**src/verilog/uxc_pkg.sv**
```systemverilog
// constants and types shared by both ends of the usb transceiver control link
package uxc_pkg;
    // ****************************************************************
    // register offsets on the special function register link
    // ****************************************************************
    localparam logic [7:0] UXC_XCVR_OFS   = 8'hd7;
    localparam logic [7:0] UXC_ADR_OFS    = 8'h96;
    localparam logic [7:0] UXC_DAT_OFS    = 8'h97;
    // core register addresses
    localparam logic [5:0] UXC_INDEX_ADDR = 6'h0f;
    localparam logic [5:0] UXC_IDX_LO     = 6'h10;
    localparam logic [5:0] UXC_IDX_HI     = 6'h17;
    // ****************************************************************
    // field positions
    // ****************************************************************
    localparam int UXC_PULLUP_ENABLE_BIT   = 7;
    localparam int UXC_PHY_ENABLE_BIT  = 6;
    localparam int UXC_SPEED_BIT  = 5;
    localparam int UXC_TST_HI_BIT = 4;
    localparam int UXC_TST_LO_BIT = 3;
    localparam int UXC_DIFF_BIT   = 2;
    localparam int UXC_DP_BIT     = 1;
    localparam int UXC_DN_BIT     = 0;
    localparam int UXC_BUSY_BIT   = 7;
    localparam int UXC_AUTO_BIT   = 6;
    // ****************************************************************
    // reset values and timing
    // ****************************************************************
    localparam logic [7:0] UXC_XCVR_RST  = 8'h00;
    localparam logic [7:0] UXC_DAT_RST   = 8'h00;
    localparam logic [5:0] UXC_ADDR_RST  = 6'h00;
    localparam logic [3:0] UXC_INDEX_RST = 4'h0;
    localparam logic [1:0] UXC_READ_LAT  = 2'h2;
    // endpoint protocol addresses
    localparam logic [7:0] UXC_EP_CTRL    = 8'h00;
    localparam logic [7:0] UXC_EP_IN_FLAG = 8'h80;
    // ****************************************************************
    // controller registers on wishbone (byte addresses)
    // ****************************************************************
    localparam logic [7:0] UXC_WB_CTRL_OFS = 8'h00;
    localparam logic [7:0] UXC_WB_CMD_OFS  = 8'h04;
    localparam logic [7:0] UXC_WB_STAT_OFS = 8'h08;
    typedef enum logic [1:0] {UXC_TST_NORMAL, UXC_TST_DIFF1, UXC_TST_DIFF0, UXC_TST_SE0} uxc_tst_t;
    typedef enum logic [1:0] {UXC_OP_CORE_WR, UXC_OP_CORE_RD, UXC_OP_SFR_WR, UXC_OP_SFR_RD} uxc_op_t;
endpackage

```
**src/verilog/uxc_sfr_if.sv**
```systemverilog
// special function register link between the controller and the usb block
`timescale 1ns/1ps
interface uxc_sfr_if;
    logic [7:0] addr;
    logic [7:0] wdata;
    logic [7:0] rdata;
    logic       wr;
    logic       rd;
    logic       ack;
    logic       clk_active;
    modport dev  (input addr, wdata, wr, rd, clk_active, output rdata, ack);
    modport host (output addr, wdata, wr, rd, clk_active, input rdata, ack);
endinterface

```
**src/verilog/uxc_core_bank.sv**
```systemverilog
// core register bank reached through the indirect address and data pair
`timescale 1ns/1ps
module uxc_core_bank import uxc_pkg::*; #(
    parameter int NUM_EP = 4
) (
    input  wire logic       clk,
    input  wire logic       rst_n,
    input  wire logic       wr_en,
    input  wire logic [5:0] addr,
    input  wire logic [7:0] wdata,
    output logic      [7:0] rdata,
    output logic      [3:0] ep_select
);
    localparam int EPW = (NUM_EP > 1) ? $clog2(NUM_EP) : 1;
    generate
        if (NUM_EP < 1 || NUM_EP > 16 || (NUM_EP & (NUM_EP - 1)) != 0) begin : g_chk
            $error("uxc_core_bank: NUM_EP must be a power of two up to 16");
        end
    endgenerate

    logic [7:0] common_mem [64];
    logic [7:0] ep_mem     [NUM_EP][8];
    logic [3:0] index_reg;
    logic       is_indexed;
    logic       ep_valid;

    assign is_indexed = (addr >= UXC_IDX_LO) && (addr <= UXC_IDX_HI);
    assign ep_valid   = ({28'h000_0000, index_reg} < NUM_EP);
    assign ep_select  = index_reg;

    // endpoint index: upper bits never stored
    always_ff @(posedge clk) begin
        if (!rst_n) begin
            index_reg <= UXC_INDEX_RST;
        end else if (wr_en && addr == UXC_INDEX_ADDR) begin
            index_reg <= wdata[3:0];
        end
    end

    // storage writes; reserved endpoints take no indexed write
    always_ff @(posedge clk) begin
        if (wr_en && addr != UXC_INDEX_ADDR) begin
            if (is_indexed) begin
                if (ep_valid) begin
                    ep_mem[index_reg[EPW-1:0]][addr[2:0]] <= wdata;
                end
            end else begin
                common_mem[addr] <= wdata;
            end
        end
    end

    // registered read of the addressed register
    always_ff @(posedge clk) begin
        if (!rst_n) begin
            rdata <= UXC_DAT_RST;
        end else if (addr == UXC_INDEX_ADDR) begin
            rdata <= {4'h0, index_reg};
        end else if (is_indexed) begin
            rdata <= ep_valid ? ep_mem[index_reg[EPW-1:0]][addr[2:0]] : 8'h00;
        end else begin
            rdata <= common_mem[addr];
        end
    end
endmodule // uxc_core_bank

```
**src/verilog/uxc_dev.sv**
```systemverilog
// usb function block end: transceiver control and indirect register access
// How it works
// - control endpoint answers address 0x00 both ways
// - endpoints 1-3: IN 0x81-0x83, OUT 0x01-0x03
// - speed one: full speed, pull-up on D+
// - speed zero: low speed, pull-up on D-
// - pull-up only when enabled and VBUS present
// - phy enable zero suspends the transceiver
// - test field forces D+/D- line states while phy enabled
// - read-only differential receiver bit while enabled
// - read-only D+ and D- level bits
// - software starts usb clock before phy enable
// - data register targets held indirect address
// - software sets endpoint index before indexed access
// - usb clock must run during indirect access
// - busy write one starts read; zero ignored
// - busy reads one until data ready
// - software checks busy clear before data write
// - auto-read restarts read on each data read made while busy is clear
// - address register: six-bit address, auto, busy
// - write: poll busy, load address, write data
// - read: poll, address plus busy, poll, read
// - endpoint select 0-3 valid, higher reserved
// - index upper bits read zero, writes ignored
//
// Implementation choice: register access over Wishbone.
`timescale 1ns/1ps
module uxc_dev import uxc_pkg::*; (
    input  wire logic       clk,
    input  wire logic       rst_n,
    uxc_sfr_if.dev          bus,
    input  wire logic       vbus_present,
    input  wire logic       dp_in,
    input  wire logic       dn_in,
    output logic            dp_out,
    output logic            dp_oe_n,
    output logic            dn_out,
    output logic            dn_oe_n,
    output logic            pullup_dp,
    output logic            pullup_dn,
    output logic            phy_active,
    output logic            full_speed,
    input  wire logic       tok_valid,
    input  wire logic [7:0] tok_ep_addr,
    input  wire logic       tok_dir_in,
    output logic            ep_hit,
    output logic      [1:0] ep_num,
    output logic            ep_is_in,
    output logic      [3:0] ep_select
);
    // ****************************************************************
    // register state
    // ****************************************************************
    logic [7:3] xcvr_ctrl_reg;
    logic       diff_state_reg;
    logic       positive_line_level_reg;
    logic       negative_line_level_reg;
    logic [5:0] indirect_target_address_reg;
    logic       auto_read_enable_reg;
    logic       busy_reg;
    logic [1:0] rd_cnt_reg;
    logic [7:0] indirect_data_reg;
    logic [7:0] rdata_reg;
    logic       ack_reg;
    logic [7:0] bank_rdata;
    logic       wr_xcvr;
    logic       wr_adr;
    logic       wr_dat;
    logic       rd_dat;
    logic       bank_wr;
    logic       start_rd;
    logic       pullup_enable;
    logic       phy_enable;
    logic       speed_full;
    uxc_tst_t   phy_test_mode;

    assign wr_xcvr       = bus.wr && bus.addr == UXC_XCVR_OFS;
    assign wr_adr        = bus.wr && bus.addr == UXC_ADR_OFS;
    assign wr_dat        = bus.wr && bus.addr == UXC_DAT_OFS;
    assign rd_dat        = bus.rd && bus.addr == UXC_DAT_OFS;
    assign pullup_enable = xcvr_ctrl_reg[UXC_PULLUP_ENABLE_BIT];
    assign phy_enable    = xcvr_ctrl_reg[UXC_PHY_ENABLE_BIT];
    assign speed_full    = xcvr_ctrl_reg[UXC_SPEED_BIT];
    assign phy_test_mode = uxc_tst_t'(xcvr_ctrl_reg[UXC_TST_HI_BIT:UXC_TST_LO_BIT]);

    // data writes land in the held core address when idle and clocked
    assign bank_wr  = wr_dat && !busy_reg && bus.clk_active;
    // explicit busy write, or a data read with auto-read set while busy is clear
    assign start_rd = (wr_adr && bus.wdata[UXC_BUSY_BIT])
                    || (rd_dat && auto_read_enable_reg && !busy_reg);

    uxc_core_bank #(
        .NUM_EP (4)
    ) u_bank (
        .clk       (clk),
        .rst_n     (rst_n),
        .wr_en     (bank_wr),
        .addr      (indirect_target_address_reg),
        .wdata     (bus.wdata),
        .rdata     (bank_rdata),
        .ep_select (ep_select)
    );

    // ****************************************************************
    // transceiver control register
    // ****************************************************************
    always_ff @(posedge clk) begin
        if (!rst_n) begin
            xcvr_ctrl_reg <= UXC_XCVR_RST[7:3];
        end else if (wr_xcvr) begin
            xcvr_ctrl_reg <= bus.wdata[7:3];
        end
    end

    // line status sampling; receiver bit only meaningful while enabled
    always_ff @(posedge clk) begin
        if (!rst_n) begin
            diff_state_reg          <= 1'b0;
            positive_line_level_reg <= 1'b0;
            negative_line_level_reg <= 1'b0;
        end else begin
            diff_state_reg          <= phy_enable && dp_in && !dn_in;
            positive_line_level_reg <= dp_in;
            negative_line_level_reg <= dn_in;
        end
    end

    // pull-up placement and phy state
    always_ff @(posedge clk) begin
        if (!rst_n) begin
            pullup_dp  <= 1'b0;
            pullup_dn  <= 1'b0;
            phy_active <= 1'b0;
            full_speed <= 1'b0;
        end else begin
            pullup_dp  <= pullup_enable && vbus_present && speed_full;
            pullup_dn  <= pullup_enable && vbus_present && !speed_full;
            phy_active <= phy_enable;
            full_speed <= speed_full;
        end
    end

    // forced line states while the transceiver is enabled
    always_ff @(posedge clk) begin
        if (!rst_n) begin
            dp_out  <= 1'b0;
            dn_out  <= 1'b0;
            dp_oe_n <= 1'b1;
            dn_oe_n <= 1'b1;
        end else begin
            dp_oe_n <= !(phy_enable && phy_test_mode != UXC_TST_NORMAL);
            dn_oe_n <= !(phy_enable && phy_test_mode != UXC_TST_NORMAL);
            unique case (phy_test_mode)
                UXC_TST_NORMAL: begin
                    dp_out <= 1'b0;
                    dn_out <= 1'b0;
                end
                UXC_TST_DIFF1: begin
                    dp_out <= 1'b1;
                    dn_out <= 1'b0;
                end
                UXC_TST_DIFF0: begin
                    dp_out <= 1'b0;
                    dn_out <= 1'b1;
                end
                UXC_TST_SE0: begin
                    dp_out <= 1'b0;
                    dn_out <= 1'b0;
                end
            endcase
        end
    end

    // ****************************************************************
    // indirect access
    // ****************************************************************
    // address and auto-read fields
    always_ff @(posedge clk) begin
        if (!rst_n) begin
            indirect_target_address_reg <= UXC_ADDR_RST;
            auto_read_enable_reg        <= 1'b0;
        end else if (wr_adr) begin
            indirect_target_address_reg <= bus.wdata[5:0];
            auto_read_enable_reg        <= bus.wdata[UXC_AUTO_BIT];
        end
    end

    // busy and read pipeline; a new start wins over completion
    always_ff @(posedge clk) begin
        if (!rst_n) begin
            busy_reg   <= 1'b0;
            rd_cnt_reg <= 2'h0;
        end else if (start_rd) begin
            busy_reg   <= 1'b1;
            rd_cnt_reg <= UXC_READ_LAT;
        end else if (busy_reg && bus.clk_active) begin
            rd_cnt_reg <= rd_cnt_reg - 2'h1;
            if (rd_cnt_reg == 2'h1) begin
                busy_reg <= 1'b0;
            end
        end
    end

    // data holding register
    always_ff @(posedge clk) begin
        if (!rst_n) begin
            indirect_data_reg <= UXC_DAT_RST;
        end else if (busy_reg && bus.clk_active && rd_cnt_reg == 2'h1 && !start_rd) begin
            indirect_data_reg <= bank_rdata;
        end else if (bank_wr) begin
            indirect_data_reg <= bus.wdata;
        end
    end

    // ****************************************************************
    // link answers: one-cycle acknowledge, registered read data
    // ****************************************************************
    always_ff @(posedge clk) begin
        if (!rst_n) begin
            ack_reg   <= 1'b0;
            rdata_reg <= 8'h00;
        end else begin
            ack_reg <= bus.wr || bus.rd;
            if (bus.rd) begin
                unique case (bus.addr)
                    UXC_XCVR_OFS: rdata_reg <= {xcvr_ctrl_reg, diff_state_reg,
                                  positive_line_level_reg, negative_line_level_reg};
                    UXC_ADR_OFS:  rdata_reg <= {busy_reg, auto_read_enable_reg,
                                  indirect_target_address_reg};
                    UXC_DAT_OFS:  rdata_reg <= indirect_data_reg;
                    default:      rdata_reg <= 8'h00;
                endcase
            end
        end
    end
    assign bus.ack   = ack_reg;
    assign bus.rdata = rdata_reg;

    // ****************************************************************
    // token endpoint decode
    // ****************************************************************
    always_ff @(posedge clk) begin
        if (!rst_n) begin
            ep_hit   <= 1'b0;
            ep_num   <= 2'h0;
            ep_is_in <= 1'b0;
        end else if (!tok_valid) begin
            ep_hit <= 1'b0;
        end else if (tok_ep_addr == UXC_EP_CTRL) begin
            ep_hit   <= 1'b1;
            ep_num   <= 2'h0;
            ep_is_in <= tok_dir_in;
        end else begin
            ep_hit   <= (tok_ep_addr[6:2] == 5'h00) && (tok_ep_addr[1:0] != 2'h0);
            ep_num   <= tok_ep_addr[1:0];
            ep_is_in <= (tok_ep_addr & UXC_EP_IN_FLAG) != 8'h00;
        end
    end
endmodule // uxc_dev

```
**src/flat_wrapper.sv**
```systemverilog
// flat-port wrapper written by rule: the top's interface ports become plain ports
module uxc_dev_flat import uxc_pkg::*;
  (clk, rst_n, vbus_present, dp_in, dn_in, dp_out, dp_oe_n, dn_out, dn_oe_n, pullup_dp, pullup_dn, phy_active, full_speed, tok_valid, tok_ep_addr, tok_dir_in, ep_hit, ep_num, ep_is_in, ep_select, bus_addr, bus_wdata, bus_wr, bus_rd, bus_clk_active, bus_rdata, bus_ack);
  uxc_sfr_if bus_i ();
  input  wire logic clk;
  input  wire logic rst_n;
  input  wire logic vbus_present;
  input  wire logic dp_in;
  input  wire logic dn_in;
  output logic dp_out;
  output logic dp_oe_n;
  output logic dn_out;
  output logic dn_oe_n;
  output logic pullup_dp;
  output logic pullup_dn;
  output logic phy_active;
  output logic full_speed;
  input  wire logic tok_valid;
  input  wire logic [7:0] tok_ep_addr;
  input  wire logic tok_dir_in;
  output logic ep_hit;
  output logic      [1:0] ep_num;
  output logic ep_is_in;
  output logic      [3:0] ep_select;
  input wire logic [$bits(bus_i.addr)-1:0] bus_addr;
  input wire logic [$bits(bus_i.wdata)-1:0] bus_wdata;
  input wire logic [$bits(bus_i.wr)-1:0] bus_wr;
  input wire logic [$bits(bus_i.rd)-1:0] bus_rd;
  input wire logic [$bits(bus_i.clk_active)-1:0] bus_clk_active;
  output wire logic [$bits(bus_i.rdata)-1:0] bus_rdata;
  output wire logic [$bits(bus_i.ack)-1:0] bus_ack;
  assign bus_i.addr = bus_addr;
  assign bus_i.wdata = bus_wdata;
  assign bus_i.wr = bus_wr;
  assign bus_i.rd = bus_rd;
  assign bus_i.clk_active = bus_clk_active;
  assign bus_rdata = bus_i.rdata;
  assign bus_ack = bus_i.ack;
  uxc_dev u_core (.clk(clk), .rst_n(rst_n), .bus(bus_i), .vbus_present(vbus_present), .dp_in(dp_in), .dn_in(dn_in), .dp_out(dp_out), .dp_oe_n(dp_oe_n), .dn_out(dn_out), .dn_oe_n(dn_oe_n), .pullup_dp(pullup_dp), .pullup_dn(pullup_dn), .phy_active(phy_active), .full_speed(full_speed), .tok_valid(tok_valid), .tok_ep_addr(tok_ep_addr), .tok_dir_in(tok_dir_in), .ep_hit(ep_hit), .ep_num(ep_num), .ep_is_in(ep_is_in), .ep_select(ep_select));
endmodule
```
**config.mk**
```make
export PLATFORM = sky130hd
export DESIGN_NAME = uxc_dev_flat
export DESIGN_NICKNAME = d
export VERILOG_FILES = /design/src/verilog/uxc_pkg.sv /design/src/verilog/uxc_sfr_if.sv /design/src/verilog/uxc_core_bank.sv /design/src/verilog/uxc_dev.sv /design/src/flat_wrapper.sv
export SDC_FILE = /design/constraint.sdc
export NUM_CORES = 1
export LEC_CHECK = 0
export ABC_AREA = 1
export CORE_ASPECT_RATIO = 1.2
export CORE_MARGIN = 2
export CORE_UTILIZATION = 50
export DETAILED_ROUTE_END_ITERATION = 16
export DONT_BUFFER_PORTS = 1
export REMOVE_ABC_BUFFERS = 1
export SYNTH_ARGS = -nofsm -noshare
export SYNTH_HDL_FRONTEND = slang
export SYNTH_SLANG_ARGS = --single-unit
```
**constraint.sdc**
```tcl
create_clock -name clk -period 3.5 [get_ports clk]
set_input_delay 0.35 -clock clk [delete_from_list [all_inputs] [get_ports clk]]
set_output_delay 0.35 -clock clk [all_outputs]
set_load 0.05 [all_outputs]
```
==> results.sh <==
export IMPL_ys_seq_elements=834
export IMPL_drt_total_wl_um=86100
export IMPL_fin_nets=3123
export IMPL_swShare_pct=19.9
export IMPL_overflow=0
export IMPL_p_leak_uw=0.0138
export IMPL_synth_distinct_cells=35
export IMPL_worstPathArrival_ns=3.27
export IMPL_initial_core_util_pct=50.3
export IMPL_synth_largest_area_cell="edfxtp_1"
export IMPL_fin_hold_ws_ns=0.0445
export IMPL_numCtsBuffers=81
export IMPL_clk_latency_ns=0.63
export IMPL_drt_first_pass_iters=6
export IMPL_worstReg2RegEnd="u_core.u_bank.rdata[2]"
export IMPL_vias_per_cell=5.51
export IMPL_io_buffers=0
export IMPL_cts_tree="yes"
export IMPL_yosys_most_used_dff="edfxtp_1"
export IMPL_cp_start_kind="flip-flop"
export IMPL_cp_required_ns=4.06
export IMPL_synth_most_common_cell="nand2_1"
export IMPL_cap_violations=0
export IMPL_grt_max_degree=169
export IMPL_dpl_cell_area_mm2=0.0352
export IMPL_p_int_uw=16000
export IMPL_critPathKind="reg -> reg"
export IMPL_largest_register="u_core.u_bank.common_mem"
export IMPL_netlist_top_cells_count="nand2_1 (831), edfxtp_1 (768), nand3_1 (444)"
export IMPL_cts_setup_buffers=0
export IMPL_postRouteAntennaNets=0
export IMPL_worstPathMaxFanout=168
export IMPL_vias=22300
export IMPL_r2r_setup_slack_ns=0.79
export IMPL_period_share_pct=77.5
export IMPL_fin_ws_ns=0.787
export IMPL_die_w_um=241
export IMPL_hold_depth=6
export IMPL_comb_power_share_pct=1.6
export IMPL_wl_per_cell_um=21.3
export IMPL_cp_end_kind="flip-flop"
export IMPL_skew_ns=0.0243
export IMPL_flow_area_growth_from_synthesis_pct=13.5
export IMPL_slew_viol_final=0
export IMPL_reg2regPathDepth=11
export IMPL_largest_register_ffs=512
export IMPL_gr_usage_all_layers_pct=25.0
export IMPL_netlist_area_mm2=0.0337
export IMPL_grt_pass1_wl_um=130000
export IMPL_synthCells=2985
export IMPL_pin_count=59
export IMPL_peakVddDrop_v=0.000420
export IMPL_core_area_mm2=0.0669
export IMPL_antenna_found_initial=0
export IMPL_p_clk_share_pct=43.4
export IMPL_dp_cells=3882
export IMPL_clockBufferDepth=3
export IMPL_slew_headroom_pct=19.0
export IMPL_final_instance_count_excl_fill=4051
export IMPL_ys_seq_area_share_pct=72.4
export IMPL_place_gp_congestion=0.838
export IMPL_layout_drive_gt1_share_pct=8.35
export IMPL_die_h_um=288
export IMPL_cts_sinks=834
export IMPL_async_flop_share_pct=0
export IMPL_ys_warn_count=0
export IMPL_holdCritStartpoint="bus_wdata[4]"
export IMPL_powerDensity_mw_per_mm2=523
export IMPL_hold_path_class="in -> reg"
export IMPL_outcome="finished, final reports clean"
export IMPL_switchingPower_uw=3970
export IMPL_dp_hpwl_um=48400
export IMPL_diodes=0
export IMPL_avgSynthCellArea_um2=11.3
export IMPL_grt_pass1_vias=22100
export IMPL_sequentialPowerShare_pct=55.0
export IMPL_synth_area_leaders="edfxtp_1 (69%), nand2_1 (9.3%), nand3_1 (6.6%)"
export IMPL_holdPathEnd="u_core.indirect_data_reg[4]"
export IMPL_fin_area_mm2=0.0382
export IMPL_synth_top_area_share_pct=68.5
export IMPL_period_needed_ns=2.71
export IMPL_power_total_uw=20000
export IMPL_synth_edf_count=768
export IMPL_rsz0062_at_grt="no"
export IMPL_drtIter0Drc=1952
export IMPL_die_area_mm2=0.0694
export IMPL_fmax_mhz=369
export IMPL_dp_slack_ns=0.786
export IMPL_num_rows=104
export IMPL_finalHoldViolCount=0
export IMPL_root_buffer="clkbuf_16"
export IMPL_worst_pin_slew_ns=1.21
export IMPL_clk_pin_slew_ns=0.06
export IMPL_htreeDepth=3
export IMPL_setup_viol_count_final=0
export IMPL_drc=0
==> area by class of cell <==
class                   instances  area (um^2)
repair buffers                114         1160
multi-input cells            1982         8610
inverters                      75          289
clock inverters                48          452
clock buffers                  97         2150
fillers                      5547        28700
well taps                     901         1130
flip-flops and latches        834        24400
==> kinds of logic after synthesis <==
kind of cell / count (synthesis) / share of synthesized area [%]
compound gates: 270 / 4.13
fa+ha+maj: 1 / 0.0372
simple gates: 1639 / 20.6
buf+inv: 240 / 2.77
other cells: 1 / 0.0111
flops: 834 / 72.4
==> layout by cell type (no fill, tap or decap), types with 15 or more instances in the layout <==
cell type	instances
inv_2	15
nand3_1	444
a21oi_1	36
nor2_1	320
conb_1	72
clkinv_1	20
inv_1	55
o21ai_0	201
clkbuf_16	84
nand2_1	831
dfxtp_1	62
edfxtp_1	768
buf_4	82
dlygate4sd3_1	16
==> power groups by stage <==
stage | clock network, uW | registers, uW | logic (uW)
6_report | 8660 | 11000 | 326
5_1_grt | 9180 | 11000 | 355
4_1_cts | 8790 | 11000 | 325
3_5_place_dp | 0 | 11200 | 94.6
3_3_place_gp | 0 | 11200 | 92.6
2_1_floorplan | 0 | 11200 | 70.4
==> how the worst max path moves through the flow <==
stage | start | end | slack, ns | cells past startpoint
after floorplan | flip-flop | u_core.u_bank.rdata[1] | -8.14 | 11
after global placement | bus_addr[3] | u_core.u_bank.common_mem[28][2] | 0.80 | 10
after detailed placement | bus_addr[3] | u_core.u_bank.common_mem[28][2] | 0.79 | 10
after CTS | flip-flop | u_core.u_bank.rdata[0] | 0.87 | 10
after global routing | flip-flop | u_core.u_bank.rdata[4] | 0.62 | 12
final | flip-flop | u_core.u_bank.rdata[2] | 0.79 | 11
==> timing repair <==
| action | 4_1_cts | 5_1_grt |
|---|---|---|
| hold buffers | 24 | 0 |
| hold endpoints to repair | 832 | 0 |
| resized for setup | 0 | 0 |
| setup endpoints to repair | 0 | 0 |
==> per-layer routing <==
metal	share of wire (%)	global-route usage [%]	routed length (um)	vias to the layer above
met4	3.6	10.5	3130	0
met2	50	42.8	43300	750
met5	0	0	0	-
met1	40	31.9	34700	10900
li1	-	-	-	10500
met3	5.8	3.45	4950	171
==> per-stage QoR <==
| stage | util (%) | TNS (ns) |
|---|---|---|
| 3_5_place_dp | 52.6 | 0 |
| 3_3_place_gp | 52.6 | 0 |
| 4_1_cts | 57.1 | 0 |
| 2_1_floorplan | - | -65.09 |
| 5_1_grt | 57.1 | 0 |
| 6_report | 57.1 | 0 |
==> critical path, stage by stage, from the launching register on <==
cell and delay (ns):
dfxtp_4 0.52, buf_12 0.46, nand2_1 0.14, nand3_1 0.13
nand3_1 0.08, nand2_1 0.13, nand2_1 0.08, nand3_1 0.11
nand3_1 0.22, nand2_1 0.24, nand2_1 0.07, a21oi_1 0.14
Power figures use the tool's default switching activity.
